File: config.mk
export PLATFORM = sky130hd
export DESIGN_NAME = boot_config_word_two_decode
export DESIGN_NICKNAME = d
export VERILOG_FILES = /design/src/core/cfg_word_two_pkg.sv /design/src/core/cfg_sync_reset.sv /design/src/core/boot_config_word_two_decode.sv
export SDC_FILE = /design/constraint.sdc
export NUM_CORES = 1
export LEC_CHECK = 0
export ABC_CLOCK_PERIOD_IN_PS = 3700
export BUFFER_PORTS_ARGS = -buffer_cell sky130_fd_sc_hd__buf_2
export CAP_MARGIN = 10
export CORE_MARGIN = 2
export CORE_UTILIZATION = 40
export DETAILED_ROUTE_END_ITERATION = 16
export PLACE_DENSITY = 0.74
export SLEW_MARGIN = 10
export SYNTH_ARGS = -nofsm -noshare
export SYNTH_HDL_FRONTEND = slang
export SYNTH_SLANG_ARGS = --single-unit
File: constraint.sdc
create_clock -name clk -period 3.7 [get_ports clk]
set_clock_uncertainty 0.2 [all_clocks]
set_input_delay 0.185 -clock clk [delete_from_list [all_inputs] [get_ports clk]]
set_output_delay 0.185 -clock clk [all_outputs]
set_load 0.02 [all_outputs]
File: src/core/cfg_word_two_pkg.sv
package cfg_word_two_pkg;
   // ----------------------------------------
   // word layout
   // ----------------------------------------
   localparam int WORD_W          = 24;
   localparam int ADDR_W          = 4;
   localparam int DATA_W          = 32;
   localparam int TWO_SPEED_BIT   = 15;
   localparam int RESV_ZERO_BIT   = 14;
   localparam int WDT_MUX_BIT     = 13;
   localparam int ALT_CMP_BIT     = 12;
   localparam int ALT_PIN_BIT     = 11;
   localparam int OSC_SEL_LO      = 8;
   localparam int OSC_SEL_HI      = 10;
   localparam int CLK_SUP_LO      = 6;
   localparam int CLK_SUP_HI      = 7;
   localparam int WDT_SRC_LO      = 3;
   localparam int WDT_SRC_HI      = 4;
   localparam int RESV_ONE_BIT    = 2;
   localparam int UNIMPL_LO       = 16;
   localparam int UNIMPL_HI       = 23;
   localparam logic [7:0] UNIMPL_ONES = 8'hff;
   // ----------------------------------------
   // register map
   // ----------------------------------------
   localparam logic [ADDR_W-1:0] CFG_WORD_ADDR  = 4'h0;
   localparam logic [ADDR_W-1:0] CFG_STATE_ADDR = 4'h4;
   localparam logic [ADDR_W-1:0] CFG_RUN_ADDR   = 4'h8;
   localparam logic [WORD_W-1:0] CFG_ERASED     = 24'hffffff;
   // ----------------------------------------
   // encodings
   // ----------------------------------------
   typedef enum logic [2:0] {
      OSC_FAST_RC       = 3'h0,
      OSC_FAST_RC_PLL   = 3'h1,
      OSC_PRIMARY       = 3'h2,
      OSC_PRIMARY_PLL   = 3'h3,
      OSC_SECONDARY     = 3'h4,
      OSC_LOW_POWER_RC  = 3'h5,
      OSC_RESERVED      = 3'h6,
      OSC_FAST_RC_DIV   = 3'h7
   } osc_sel_t;
   typedef enum logic [1:0] {
      WCLK_LOW_POWER_RC = 2'h0,
      WCLK_FAST_RC_31K  = 2'h1,
      WCLK_FROM_FIELD   = 2'h2
   } wdt_clk_t;
   typedef enum {ST_LOAD, ST_RUN} load_state_t;
endpackage : cfg_word_two_pkg

File: src/core/cfg_sync_reset.sv
`timescale 1ns/100ps
module cfg_sync_reset (
   input  wire logic clk,          // system clock
   input  wire logic arst_n,       // async reset, active low
   output logic      rst_n         // released copy
);
   logic meta_reg;
   // ----------------------------------------
   // release through two flops
   // ----------------------------------------
   always_ff @(posedge clk or negedge arst_n) begin
      if (!arst_n) begin
         meta_reg <= 1'b0;
         rst_n    <= 1'b0;
      end else begin
         meta_reg <= 1'b1;
         rst_n    <= meta_reg;  // only the second flop reads the first
      end
   end
endmodule : cfg_sync_reset

File: src/core/boot_config_word_two_decode.sv
`timescale 1ns/100ps
// Operation
// [RL1] bits 23 to 16 are unimplemented and always read as ones
// [RL2] bit 15 set enables two-speed start-up from internal clock
// [RL3] bit 14 is reserved and always reads as zero; a read in the ST_LOAD cycle returns the erased word with it set
// [RL4] bit 13 set takes watchdog clock from field, else low-power RC
// [RL5] bit 12 set spreads comparator C-inputs to three pins, else one
// [RL6] bit 11 set appends relocatable pin functions to other pin
// [RL7] programmer keeps bit 11 set when bus-power sensing is used
// [RL8] bits 10 to 8 select the initial oscillator per encoding
// [RL9] bits 7 to 6: 1x none, 01 switching, 00 switching and monitor
// [RL10] windowed watchdog uses 31 kHz fast RC unless RC is system clock; the decode picks low-power RC whenever sleep_mode is set
// [RL11] word is latched at reset exit and held read-only afterward
module boot_config_word_two_decode
   import cfg_word_two_pkg::*;
(
   input  wire logic                          clk,       // 125 MHz
   input  wire logic                          arst_n,    // async reset
   input  wire logic [cfg_word_two_pkg::WORD_W-1:0] cfg_word_in, // stored word
   input  wire logic                          sleep_mode,     // core sleeps
   input  wire logic                          wdt_windowed,   // window mode
   input  wire logic [cfg_word_two_pkg::ADDR_W-1:0] addr,     // reg address
   input  wire logic [cfg_word_two_pkg::DATA_W-1:0] wdata,    // write data
   input  wire logic                          wr_stb,    // write strobe
   input  wire logic                          rd_stb,    // read strobe
   output logic [cfg_word_two_pkg::DATA_W-1:0] rdata,    // read data
   output logic                               cfg_valid,     // word latched
   output logic                               two_speed_startup_enable, // tss
   output logic                               watchdog_clock_mux_select,// mux
   output logic [1:0]                         watchdog_clock_source_field,
   output logic [1:0]                         wdt_clock_choice, // wdt_clk_t
   output logic                               alternate_comparator_input_select,
   output logic [2:0]                         cmp_c_input_pin_sel, // pin mask
   output logic                               alternate_pin_function_enable,
   output logic                               relocatable_pin_on_alt, // moved
   output logic [2:0]                         initial_oscillator_select,
   output logic                               osc_select_reserved, // 110
   output logic                               clock_switch_enable, // switch
   output logic                               fail_safe_monitor_enable,
   output logic [1:0]                         clock_switch_monitor_config,
   output logic                               run_clock_is_low_power_rc_oscillator // low_power_rc_oscillator in use
);
   import cfg_word_two_pkg::*;

   logic                rst_n;
   load_state_t         state_reg;
   logic [WORD_W-1:0]   word_reg;
   logic [2:0]          run_osc_reg;
   logic [2:0]          run_osc_next;

   // ----------------------------------------
   // reset release
   // ----------------------------------------
   cfg_sync_reset u_rst (
      .clk    (clk),
      .arst_n (arst_n),
      .rst_n  (rst_n)
   );

   // clean view of the word: bits 23 to 16 and bit 14 forced regardless of storage; bit 2 is passed as stored
   function automatic logic [WORD_W-1:0] shape(input logic [WORD_W-1:0] w);
      logic [WORD_W-1:0] s;
      s = w;
      s[UNIMPL_HI:UNIMPL_LO] = UNIMPL_ONES;  // [RL1]
      s[RESV_ZERO_BIT]       = 1'b0;         // [RL3]
      return s;
   endfunction : shape

   // ----------------------------------------
   // one-shot load after reset release
   // ----------------------------------------
   // word is read once; later changes on cfg_word_in are ignored
   always_ff @(posedge clk or negedge rst_n) begin
      if (!rst_n) begin
         state_reg <= ST_LOAD;
         word_reg  <= CFG_ERASED;
         cfg_valid <= 1'b0;
      end else begin
         case (state_reg)
            ST_LOAD: begin
               word_reg  <= shape(cfg_word_in);  // [RL11]
               cfg_valid <= 1'b1;
               state_reg <= ST_RUN;
            end
            default: begin
               state_reg <= ST_RUN;               // [RL11] held constant
            end
         endcase
      end
   end

   // ----------------------------------------
   // running oscillator, starts on the chosen source
   // ----------------------------------------
   // software may ask for a switch only if switching is enabled
   always_comb begin
      run_osc_next = run_osc_reg;
      if (state_reg == ST_LOAD) begin
         run_osc_next = cfg_word_in[OSC_SEL_HI:OSC_SEL_LO];
      end else if (wr_stb && addr == CFG_RUN_ADDR && clock_switch_enable
                   && wdata[2:0] != OSC_RESERVED) begin
         run_osc_next = wdata[2:0];
      end
   end

   always_ff @(posedge clk or negedge rst_n) begin
      if (!rst_n) begin
         run_osc_reg       <= OSC_FAST_RC_DIV;
         run_clock_is_low_power_rc_oscillator <= 1'b0;
      end else begin
         run_osc_reg       <= run_osc_next;
         run_clock_is_low_power_rc_oscillator <= (run_osc_next == OSC_LOW_POWER_RC);
      end
   end

   // ----------------------------------------
   // field decode into static controls
   // ----------------------------------------
   always_ff @(posedge clk or negedge rst_n) begin
      if (!rst_n) begin
         two_speed_startup_enable          <= 1'b0;
         watchdog_clock_mux_select         <= 1'b0;
         watchdog_clock_source_field       <= 2'h0;
         alternate_comparator_input_select <= 1'b0;
         cmp_c_input_pin_sel               <= 3'h0;
         alternate_pin_function_enable     <= 1'b0;
         relocatable_pin_on_alt            <= 1'b0;
         initial_oscillator_select         <= OSC_FAST_RC_DIV;
         osc_select_reserved               <= 1'b0;
         clock_switch_monitor_config       <= 2'h3;
         clock_switch_enable               <= 1'b0;
         fail_safe_monitor_enable          <= 1'b0;
      end else begin
         two_speed_startup_enable  <= word_reg[TWO_SPEED_BIT];      // [RL2]
         watchdog_clock_mux_select <= word_reg[WDT_MUX_BIT];        // [RL4]
         watchdog_clock_source_field <= word_reg[WDT_SRC_HI:WDT_SRC_LO];
         alternate_comparator_input_select <= word_reg[ALT_CMP_BIT];
         // pin mask: three separate, or all on the shared pin
         cmp_c_input_pin_sel <= word_reg[ALT_CMP_BIT] ? 3'h7 : 3'h1; // [RL5]
         // bit held at one by the programmer when bus power is sensed
         alternate_pin_function_enable <= word_reg[ALT_PIN_BIT];    // [RL7]
         relocatable_pin_on_alt        <= word_reg[ALT_PIN_BIT];    // [RL6]
         initial_oscillator_select <= word_reg[OSC_SEL_HI:OSC_SEL_LO]; // [RL8]
         osc_select_reserved <=
            word_reg[OSC_SEL_HI:OSC_SEL_LO] == OSC_RESERVED;        // [RL8]
         clock_switch_monitor_config <= word_reg[CLK_SUP_HI:CLK_SUP_LO];
         clock_switch_enable      <= !word_reg[CLK_SUP_HI];         // [RL9]
         fail_safe_monitor_enable <=
            word_reg[CLK_SUP_HI:CLK_SUP_LO] == 2'h0;                // [RL9]
      end
   end

   // ----------------------------------------
   // watchdog clock choice
   // ----------------------------------------
   // field value itself is left to the watchdog; we only flag the route
   always_ff @(posedge clk or negedge rst_n) begin
      if (!rst_n) begin
         wdt_clock_choice <= WCLK_LOW_POWER_RC;
      end else if (!word_reg[WDT_MUX_BIT]) begin
         wdt_clock_choice <= WCLK_LOW_POWER_RC;                     // [RL4]
      end else if (wdt_windowed && !sleep_mode
                   && run_osc_reg != OSC_LOW_POWER_RC) begin
         wdt_clock_choice <= WCLK_FAST_RC_31K;                      // [RL10]
      end else if (sleep_mode) begin
         wdt_clock_choice <= WCLK_LOW_POWER_RC;                     // [RL10]
      end else begin
         wdt_clock_choice <= WCLK_FROM_FIELD;
      end
   end

   // ----------------------------------------
   // register read port, one cycle latency
   // ----------------------------------------
   // writes to the word are ignored: it is program-once
   always_ff @(posedge clk or negedge rst_n) begin
      if (!rst_n) begin
         rdata <= '0;
      end else if (rd_stb) begin
         if (addr == CFG_WORD_ADDR) begin
            rdata <= {8'h00, word_reg};                     // [RL1] [RL3]
         end else if (addr == CFG_STATE_ADDR) begin
            rdata <= {29'h0, osc_select_reserved, cfg_valid,
                      (state_reg == ST_RUN)};
         end else if (addr == CFG_RUN_ADDR) begin
            rdata <= {29'h0, run_osc_reg};
         end else begin
            rdata <= '0;
         end
      end else begin
         rdata <= '0;
      end
   end
endmodule : boot_config_word_two_decode

==> impl_metrics.env, run 1 <==
export IMPL_largest_reg_flops=17
export IMPL_final_cells=326
export IMPL_synth_area_um2=2140
export IMPL_worst_pin_slew_ns=0.890
export IMPL_nFillCells=455
export IMPL_share_seq_of_total_power=0.524
export IMPL_postPlaceCellArea_um2=2480
export IMPL_clkLatencyLatePin_ns=0.32
export IMPL_max_freq_ghz=0.454
export IMPL_startpoint_type="register"
export IMPL_die_y_um=77.1
export IMPL_r2r_cells=4
export IMPL_synth_ff_type="dfrtp_1"
export IMPL_ctsHoldBuffers=24
export IMPL_combPwrFrac=0.112
export IMPL_status="finished, final reports clean"
export IMPL_period_needed_ns=2.20
export IMPL_root_buffer="clkbuf_8"
export IMPL_clkSlewWorstSetupHoldPaths_ns=0.06
export IMPL_worstSetupPathDepth=4
export IMPL_finalWirelength_um=4000
export IMPL_grt_pass1_vias=1322
export IMPL_crit_buf_inv=1
export IMPL_synth_top_cells_by_count="33 x dfrtp_1, 24 x dfstp_2, 18 x buf_4, 13 x and2_1, 13 x mux2_2"
export IMPL_cp_cell_sequence="inv_1, a32oi_1, o31a_2, nor4bb_1"
export IMPL_portBuffers=73
export IMPL_cts_resized=0
export IMPL_cp_top_family="flip-flops"
export IMPL_grt_max_degree=32
export IMPL_rrSetupSlack_ns=1.50
export IMPL_vias=1405
export IMPL_synthDistinctLibCells=28
export IMPL_report_final_slew_viol_count=0
export IMPL_grt_pass1_wl_um=6210
export IMPL_preCtsSetupSlack_ns=1.46
export IMPL_slowest_stage="dfrtp_1"
export IMPL_fin_crit_sh=0.596
export IMPL_worstSetupPathType="register to register"
export IMPL_setup_ws_ns=1.50
export IMPL_drv_cap=0
export IMPL_core_area_um2=5140
export IMPL_ant_nets=0
export IMPL_final_area_um2=2890
export IMPL_final_hold_violation_count=0
export IMPL_power_density_nw_per_um2=471
export IMPL_cts_setup_buffers=0
export IMPL_p_int_mw=1.03
export IMPL_clock_sinks=57
export IMPL_fin_setup_tns_ns=0
export IMPL_antenna_found_initial=0
export IMPL_drc=0
export IMPL_pwr_share_clk=0.364
export IMPL_globalRouteOverflowTotal=0
export IMPL_ir_worst_vdd_uv=260
export IMPL_yosys_warnings=0
export IMPL_cp_required_ns=3.73
export IMPL_rows=26
export IMPL_cts_max_level=3
export IMPL_clockBufferDepth=2
export IMPL_dp_cells=286
export IMPL_hold_class="input pin to register"
export IMPL_relSlewSlack=0.406
export IMPL_yosysMostFrequentCell="dfrtp_1"
export IMPL_hold_depth=3
export IMPL_yosysTopAreaCellShare=0.386
export IMPL_async_flop_share=1.00
export IMPL_seq_area_frac_synth=0.681
export IMPL_start_util=0.416
export IMPL_syn_to_final_growth_pct=35.2
export IMPL_post_drt_wl_per_cell_um=12.3
export IMPL_synthTopCellsByArea="dfrtp_1 39%, dfstp_2 30%, mux2_2 6.9%"
export IMPL_cp_max_fo=22
export IMPL_io_pins=120
export IMPL_rsz0062_at_grt="no"
export IMPL_yosys_area_top_type="dfrtp_1"
export IMPL_dp_hpwl_um=2640
export IMPL_cts_buffers_inserted=9
export IMPL_num_antenna_cells=0
export IMPL_synth_cells=155
export IMPL_netSwitchingPower_mw=0.327
export IMPL_synth_edff_count=0
export IMPL_cpPeakStageDelay_ns=0.93
export IMPL_die_area_um2=5940
export IMPL_arrival_ns=2.23
export IMPL_p_leak_nw=1.47
export IMPL_grtUsageTotal=0.141
export IMPL_cts_tree="done"
export IMPL_final_util=0.562
export IMPL_drive_above_1_share=0.500
export IMPL_end_kind="register"
export IMPL_fin_nets=317
export IMPL_viasPerCell=4.31
export IMPL_p_sw_frac=0.240
export IMPL_setup_violations_final=0
export IMPL_drtPass1Iterations=4
export IMPL_synth_seq_cells=57
export IMPL_die_x_um=77.1
export IMPL_syn_avg_cell_area_um2=13.8
export IMPL_drt_iter0_drc=38
export IMPL_gp_congestion=0.775
-- power groups by stage --
| stage | Sequential, mW | Clock, mW | Combinational (mW) |
|---|---|---|---|
| 6_report | 0.713 | 0.495 | 0.152 |
| 5_1_grt | 0.720 | 0.541 | 0.165 |
| 3_5_place_dp | 0.724 | 0 | 0.134 |
| 2_1_floorplan | 0.744 | 0 | 0.0677 |
| 3_3_place_gp | 0.722 | 0 | 0.132 |
| 4_1_cts | 0.714 | 0.512 | 0.154 |
-- final timing paths --
check / from / endpoint
max reg2reg: cmp_c_input_pin_sel[0] / run_clock_is_low_power_rc_oscillator
max in group asynchronous: u_rst.rst_n / word_reg[13]
min in group asynchronous: u_rst.rst_n / fail_safe_monitor_enable
min: wdata[0] / run_osc_reg[0]
max: cmp_c_input_pin_sel[0] / run_clock_is_low_power_rc_oscillator
min reg2reg: u_rst.rst_n / fail_safe_monitor_enable
-- worst min-delay path: cells and delay by family --
family | cells | cell delay (ns)
buf+inv | 1 | 0.09
compound gates | 2 | 0.24
-- metrics by stage --
step                      power [mW]  hold WS, ns
final                           1.36       0.0339
after global routing            1.43       0.0221
after CTS                       1.38       0.0146
after detailed placement       0.858       -0.228
after global placement         0.854       -0.229
after floorplan                0.812       -0.311
-- logic make-up (layout without fill, tap and decap cells) --
kind of cell           after synthesis  after routing  synth area share
flip-flops                          57             57             0.681
other                                2             10           0.00351
AO/OA/AOI/OAI                       15             15            0.0556
buffers and inverters               29            122            0.0843
AND/OR/NAND/NOR                     39             39             0.107
multiplexers                        13             13            0.0685
-- layer usage --
| metal | wire, um | up-vias | GRT usage |
|---|---|---|---|
| li1 | - | 677 | - |
| met1 | 1850 | 667 | 0.173 |
| met3 | 202 | 10 | 0.0424 |
| met4 | 104 | 0 | 0.0929 |
| met5 | 0 | - | 0 |
| met2 | 1850 | 51 | 0.215 |
-- cells in the final DEF (no fill, tap or decap), types with 2 or more instances in the layout --
cell type	count
buf_2	73
o21ai_0	2
clkbuf_8	11
conb_1	10
dlygate4sd3_1	24
nand2b_1	2
dfrtp_1	32
dfstp_2	24
a21oi_1	4
and2_1	13
inv_1	8
clkbuf_1	5
nor2_1	4
o221a_2	3
nor3_1	2
nor2b_1	3
nand2_1	9
mux2_2	13
-- area by class of cell --
class                   count  area [um^2]  share of cell area
clock buffers              16          170              0.0589
inverters                   8         30.0              0.0104
multi-input cells          77          531               0.184
flip-flops and latches     57         1460               0.505
well taps                  70         87.6              0.0303
repair buffers             98          613               0.212
No activity file was read; power rests on OpenSTA's default activity.
==> inputs of run 2 (changes only) <==
--- a/config.mk
+++ b/config.mk
@@ -5,13 +5,14 @@
 export SDC_FILE = /design/constraint.sdc
 export NUM_CORES = 1
 export LEC_CHECK = 0
-export ABC_CLOCK_PERIOD_IN_PS = 3700
+export ABC_AREA = 1
+export ABC_CLOCK_PERIOD_IN_PS = 2000
 export BUFFER_PORTS_ARGS = -buffer_cell sky130_fd_sc_hd__buf_2
 export CAP_MARGIN = 10
 export CORE_MARGIN = 2
 export CORE_UTILIZATION = 40
 export DETAILED_ROUTE_END_ITERATION = 16
-export PLACE_DENSITY = 0.74
+export PLACE_DENSITY = 0.76
 export SLEW_MARGIN = 10
 export SYNTH_ARGS = -nofsm -noshare
 export SYNTH_HDL_FRONTEND = slang
==> constraint.sdc (replaced) <==
create_clock -name clk -period 2 [get_ports clk]
set_clock_uncertainty 0.2 [all_clocks]
set_input_delay 0.1 -clock clk [delete_from_list [all_inputs] [get_ports clk]]
set_output_delay 0.1 -clock clk [all_outputs]
set_load 0.02 [all_outputs]
==> run 2 against run 1 <==
  * Area after synthesis is 2.5% higher
  * Power is 91% higher
  * Routed wire length is 11% higher
  * Count of clock-buffer cells in the layout is 5 lower
  * Worst hold slack better by 0.0014 ns
  * Critical endpoint is now rdata[2]
  * Largest power group unchanged
==> impl_metrics.env, run 2 <==
export IMPL_syn_to_final_growth_pct=37.7
export IMPL_final_cell_mix="73 x buf_2, 32 x nand2_1, 32 x dfrtp_1"
export IMPL_largest_reg_flops=17
export IMPL_p_sw_frac=0.251
export IMPL_crit_buf_inv=4
export IMPL_die_y_um=78.0
export IMPL_synth_edff_count=0
export IMPL_globalRouteOverflowTotal=0
export IMPL_ir_worst_vdd_uv=647
export IMPL_slowest_stage="dlygate4sd3_1"
export IMPL_clock_sinks=57
export IMPL_die_x_um=78.0
export IMPL_synth_cells=206
export IMPL_status="finished, final reports clean"
export IMPL_netSwitchingPower_mw=0.653
export IMPL_portBuffers=73
export IMPL_synth_seq_cells=57
export IMPL_r2r_cells=8
export IMPL_dp_hpwl_um=3020
export IMPL_worstSetupPathDepth=8
export IMPL_yosys_warnings=0
export IMPL_preCtsSetupSlack_ns=0.438
export IMPL_clkLatencyLatePin_ns=0.33
export IMPL_die_area_um2=6080
export IMPL_drc=0
export IMPL_power_density_nw_per_um2=862
export IMPL_combPwrFrac=0.119
export IMPL_yosysMostFrequentCell="dfrtp_1"
export IMPL_worstSetupPathType="input pin to register"
export IMPL_clkSlewWorstSetupHoldPaths_ns=0.06
export IMPL_vias=1641
export IMPL_drt_iter0_drc=50
export IMPL_nFillCells=463
export IMPL_gp_congestion=0.851
export IMPL_fin_nets=374
export IMPL_fin_setup_tns_ns=0
export IMPL_holdWs_ns=0.0353
export IMPL_grtUsageTotal=0.163
export IMPL_report_final_slew_viol_count=0
export IMPL_cp_cell_sequence="dlygate4sd3_1, buf_2, inv_1, nand2_2, nor3_2, dlygate4sd3_1, nand2_1, a31oi_1"
export IMPL_clockBufferDepth=2
export IMPL_relSlewSlack=0.609
export IMPL_timing_rr_start="clock_switch_enable"
export IMPL_root_buffer="clkbuf_8"
export IMPL_drv_cap=0
export IMPL_cpMostUsedCell="dlygate4sd3_1"
export IMPL_multi_input_area_um2=478
export IMPL_synth_ff_type="dfrtp_1"
export IMPL_yosysTopAreaCellShare=0.377
export IMPL_share_seq_of_total_power=0.495
export IMPL_synth_top_cells_by_count="33 x dfrtp_1, 32 x nand2_1, 27 x inv_1, 24 x dfstp_2, 23 x nor2_1"
export IMPL_ctsHoldBuffers=29
export IMPL_arrival_ns=1.91
export IMPL_layout_commonest_cell="buf_2"
export IMPL_num_antenna_cells=0
export IMPL_cts_resized=0
export IMPL_max_freq_ghz=0.536
export IMPL_io_pins=120
export IMPL_final_area_um2=3020
export IMPL_cp_required_ns=2.05
export IMPL_pwr_share_clk=0.386
export IMPL_start_util=0.421
export IMPL_finalWirelength_um=4440
export IMPL_ant_nets=0
export IMPL_viasPerCell=4.28
export IMPL_setup_violations_final=0
export IMPL_yosys_area_top_type="dfrtp_1"
export IMPL_worst_pin_slew_ns=0.579
export IMPL_fin_crit_sh=0.933
export IMPL_syn_avg_cell_area_um2=10.6
export IMPL_core_area_um2=5200
export IMPL_cts_tree="done"
export IMPL_grt_pass1_wl_um=7450
export IMPL_startpoint_type="input pin"
export IMPL_seq_area_frac_synth=0.665
export IMPL_end_kind="register"
export IMPL_cp_max_fo=3
export IMPL_cts_max_level=3
export IMPL_worstReg2RegEnd="run_osc_reg[2]"
export IMPL_synthTopCellsByArea="dfrtp_1 38%, dfstp_2 29%, buf_4 6.2%"
export IMPL_seq_area_um2=1460
export IMPL_drive_above_1_share=0.431
export IMPL_async_flop_share=1.00
export IMPL_hold_class="input pin to register"
export IMPL_cpPeakStageDelay_ns=0.62
export IMPL_grt_max_degree=29
export IMPL_rsz0062_at_grt="no"
export IMPL_cp_startpoint="addr[0]"
export IMPL_p_leak_nw=1.61
export IMPL_period_needed_ns=1.87
export IMPL_rows=26
export IMPL_antenna_found_initial=0
export IMPL_cp_top_family="buffers and inverters"
export IMPL_cts_buffers_inserted=9
export IMPL_p_int_mw=1.95
export IMPL_final_hold_violation_count=0
export IMPL_drtPass1Iterations=4
export IMPL_grt_pass1_vias=1675
export IMPL_cts_setup_buffers=0
export IMPL_crit_end="rdata[2]"
export IMPL_setup_ws_ns=0.133
export IMPL_synth_area_um2=2190
export IMPL_postPlaceCellArea_um2=2540
export IMPL_synthDistinctLibCells=24
export IMPL_finalPower_mw=2.60
export IMPL_rrSetupSlack_ns=0.23
export IMPL_post_drt_wl_per_cell_um=11.6
## run 2: power groups by stage
stage | logic (mW) | clock network (mW) | registers [mW]
after detailed placement | 0.269 | 0 | 1.30
after global placement | 0.264 | 0 | 1.30
after global routing | 0.346 | 1.10 | 1.29
after CTS | 0.313 | 1.04 | 1.29
final | 0.310 | 1.00 | 1.29
after floorplan | 0.131 | 0 | 1.36
## run 2: how the worst min path moves through the flow
| stage | start | to | slack [ns] | cells past startpoint |
|---|---|---|---|---|
| 2_1_floorplan | arst_n | u_rst.meta_reg | -0.40 | 0 |
| 3_3_place_gp | arst_n | u_rst.meta_reg | -0.31 | 1 |
| 3_5_place_dp | arst_n | u_rst.meta_reg | -0.31 | 1 |
| 4_1_cts | addr[1] | rdata[0] | 0.002 | 6 |
| 5_1_grt | addr[1] | rdata[0] | 0.04 | 6 |
| 6_report | addr[1] | rdata[0] | 0.04 | 6 |
## run 2: kinds of logic (layout without fill, tap and decap cells)
logic type             after synthesis  count (layout)  share of synthesized area
AO/OA/AOI/OAI                       17              17                     0.0440
buffers and inverters               55             154                      0.131
flip-flops                          57              57                      0.665
other                                2              10                    0.00343
AND/OR/NAND/NOR                     75              75                      0.157
## run 2: area by class of cell
class	count	area share
clock inverters	5	0.0187
clock buffers	11	0.0436
well taps	70	0.0290
repair buffers	106	0.227
inverters	32	0.0398
multi-input cells	102	0.158
flip-flops and latches	57	0.483
## run 2: worst min-delay path, stage by stage
cell and delay [ns]:
buf_2 0.10, inv_1 0.05, nand2_2 0.09, nor2_4 0.05, nand2_1 0.05, a31oi_1 0.07
## run 2: layer usage
layer / routed length [um] / track usage
met1: 1840 / 0.180
met2: 2260 / 0.278
met3: 246 / 0.0453
met4: 96 / 0.0982
met5: 0 / 0
## run 2: metrics by stage
step            util  std cells
6_report       0.580        383
5_1_grt        0.580        383
3_3_place_gp   0.488        338
3_5_place_dp   0.488        338
2_1_floorplan      -        214
4_1_cts        0.580        383
==> inputs of run 3 (changes only) <==
--- a/config.mk
+++ b/config.mk
@@ -9,10 +9,13 @@
 export ABC_CLOCK_PERIOD_IN_PS = 2000
 export BUFFER_PORTS_ARGS = -buffer_cell sky130_fd_sc_hd__buf_2
 export CAP_MARGIN = 10
+export CELL_PAD_IN_SITES_DETAIL_PLACEMENT = 2
+export CELL_PAD_IN_SITES_GLOBAL_PLACEMENT = 2
 export CORE_MARGIN = 2
-export CORE_UTILIZATION = 40
+export CORE_UTILIZATION = 22
 export DETAILED_ROUTE_END_ITERATION = 16
-export PLACE_DENSITY = 0.76
+export PLACE_DENSITY_LB_ADDON = 0.1
+export RECOVER_POWER = 50
 export SLEW_MARGIN = 10
 export SYNTH_ARGS = -nofsm -noshare
 export SYNTH_HDL_FRONTEND = slang
==> run 3 against run 2 <==
  * Clock power increased by 24%
  * Core utilization decreased by 26 points
  * Routed wire length grew 27%
  * Worst hold slack got worse by 0.00069 ns
  * Cell count up 16%
  * Setup slack lost 0.021 ns
  * Maximum frequency fell by 1.1%
  * Combinational power grew 3%
  * Critical endpoint is now run_osc_reg[2]
==> impl_metrics.env, run 3 (same netlist as run 2, synthesis figures left out) <==
export IMPL_io_pins=120
export IMPL_num_antenna_cells=0
export IMPL_grt_pass1_wl_um=9310
export IMPL_cts_tree="done"
export IMPL_drv_cap=0
export IMPL_worstSetupPathType="input pin to register"
export IMPL_clkLatencyLatePin_ns=0.33
export IMPL_clkSlewWorstSetupHoldPaths_ns=0.07
export IMPL_setup_violations_final=0
export IMPL_cts_max_level=3
export IMPL_finalWirelength_um=5660
export IMPL_viasPerCell=3.77
export IMPL_drtPass1Iterations=4
export IMPL_arrival_ns=1.97
export IMPL_final_cell_mix="74 x buf_2, 32 x nand2_1, 32 x dfrtp_1"
export IMPL_max_freq_ghz=0.530
export IMPL_grtUsageTotal=0.114
export IMPL_start_util=0.225
export IMPL_dp_cells=401
export IMPL_portBuffers=73
export IMPL_report_final_slew_viol_count=0
export IMPL_fin_crit_sh=0.944
export IMPL_ir_worst_vdd_uv=443
export IMPL_worst_pin_slew_ns=1.22
export IMPL_grt_max_degree=56
export IMPL_power_density_nw_per_um2=908
export IMPL_globalRouteOverflowTotal=0
export IMPL_gp_congestion=0.689
export IMPL_drc=0
export IMPL_grt_pass1_vias=1867
export IMPL_clock_sinks=57
export IMPL_core_area_um2=9730
export IMPL_layout_commonest_cell="buf_2"
export IMPL_root_buffer="clkbuf_8"
export IMPL_rsz0062_at_grt="no"
export IMPL_drt_iter0_drc=69
export IMPL_die_area_um2=10800
export IMPL_antenna_found_initial=0
export IMPL_dp_hpwl_um=3890
export IMPL_drive_above_1_share=0.429
export IMPL_rows=36
export IMPL_cts_buffers_inserted=9
export IMPL_end_kind="register"
export IMPL_status="finished, final reports clean"
export IMPL_fin_setup_tns_ns=0
export IMPL_final_hold_violation_count=0
export IMPL_clockBufferDepth=2
export IMPL_p_leak_nw=1.63
export IMPL_cp_required_ns=2.08
export IMPL_relSlewSlack=0.188
export IMPL_final_util=0.321
export IMPL_final_cells=445
export IMPL_largest_reg_flops=17
export IMPL_die_y_um=104
export IMPL_startpoint_type="input pin"
export IMPL_vias=1677
export IMPL_die_x_um=104
export IMPL_ant_nets=0
export IMPL_finalPower_mw=2.84
export IMPL_cp_max_fo=6
export IMPL_syn_to_final_growth_pct=42.7
export IMPL_fin_nets=373
export IMPL_post_drt_wl_per_cell_um=12.7
export IMPL_hold_class="input pin to register"
export IMPL_holdWs_ns=0.0346
export IMPL_period_needed_ns=1.89
## run 3: routing by layer
layer,track usage,up-vias,routed length (um)
met5,0,-,0
met4,0.0376,0,42
met3,0.0548,5,380
met2,0.181,51,2680
met1,0.135,827,2560
li1,-,794,-
## run 3: area by class of cell
type,instances,area [um^2]
Clock buffer,11,151
Timing Repair Buffer,105,673
Sequential cell,57,1460
Inverter,32,120
Clock inverter,5,77.6
Multi-Input combinational cell,102,480
Tap cell,133,166
Fill cell,1113,6600
## run 3: worst max-delay path: stages
cell           delay (ns)
dlygate4sd3_1        0.53
buf_2                0.16
inv_2                0.06
nand2_2              0.05
nor2_4               0.18
nand3_2              0.12
nand2_1              0.08
nand2_1              0.07
nand2_2              0.07
dlygate4sd3_1        0.54
## run 3: what timing repair did
action                                 in CTS  in global routing
setup endpoints to repair                   0                  1
hold buffers                               28                  0
endpoints found under the hold margin      26                  0
setup buffers                               0                  0
gates resized for setup                     0                  2
## run 3: per-stage QoR
stage / area [um^2] / setup slack (ns)
2_1_floorplan: 2220 / 0.138
3_3_place_gp: 2630 / 0.494
3_5_place_dp: 2630 / 0.491
4_1_cts: 3140 / 0.123
5_1_grt: 3130 / 0.0111
6_report: 3130 / 0.112
## run 3: power breakdown
part           total [mW]  switching (mW)  internal [mW]
clock network        1.24           0.473          0.765
logic               0.319           0.200          0.119
registers            1.28          0.0318           1.25
## run 3: worst paths after layout
kind / start / end / slack [ns] / depth (start not counted)
max in group asynchronous: u_rst.rst_n / rdata[1] / 0.45 / 1
hold reg to reg: u_rst.meta_reg / u_rst.rst_n / 0.16 / 0
setup reg to reg: clock_switch_enable / run_osc_reg[2] / 0.19 / 8
setup / recovery: addr[2] / run_osc_reg[2] / 0.11 / 10
hold / removal: addr[1] / rdata[1] / 0.03 / 6
min in group asynchronous: u_rst.rst_n / rdata[15] / 0.42 / 1
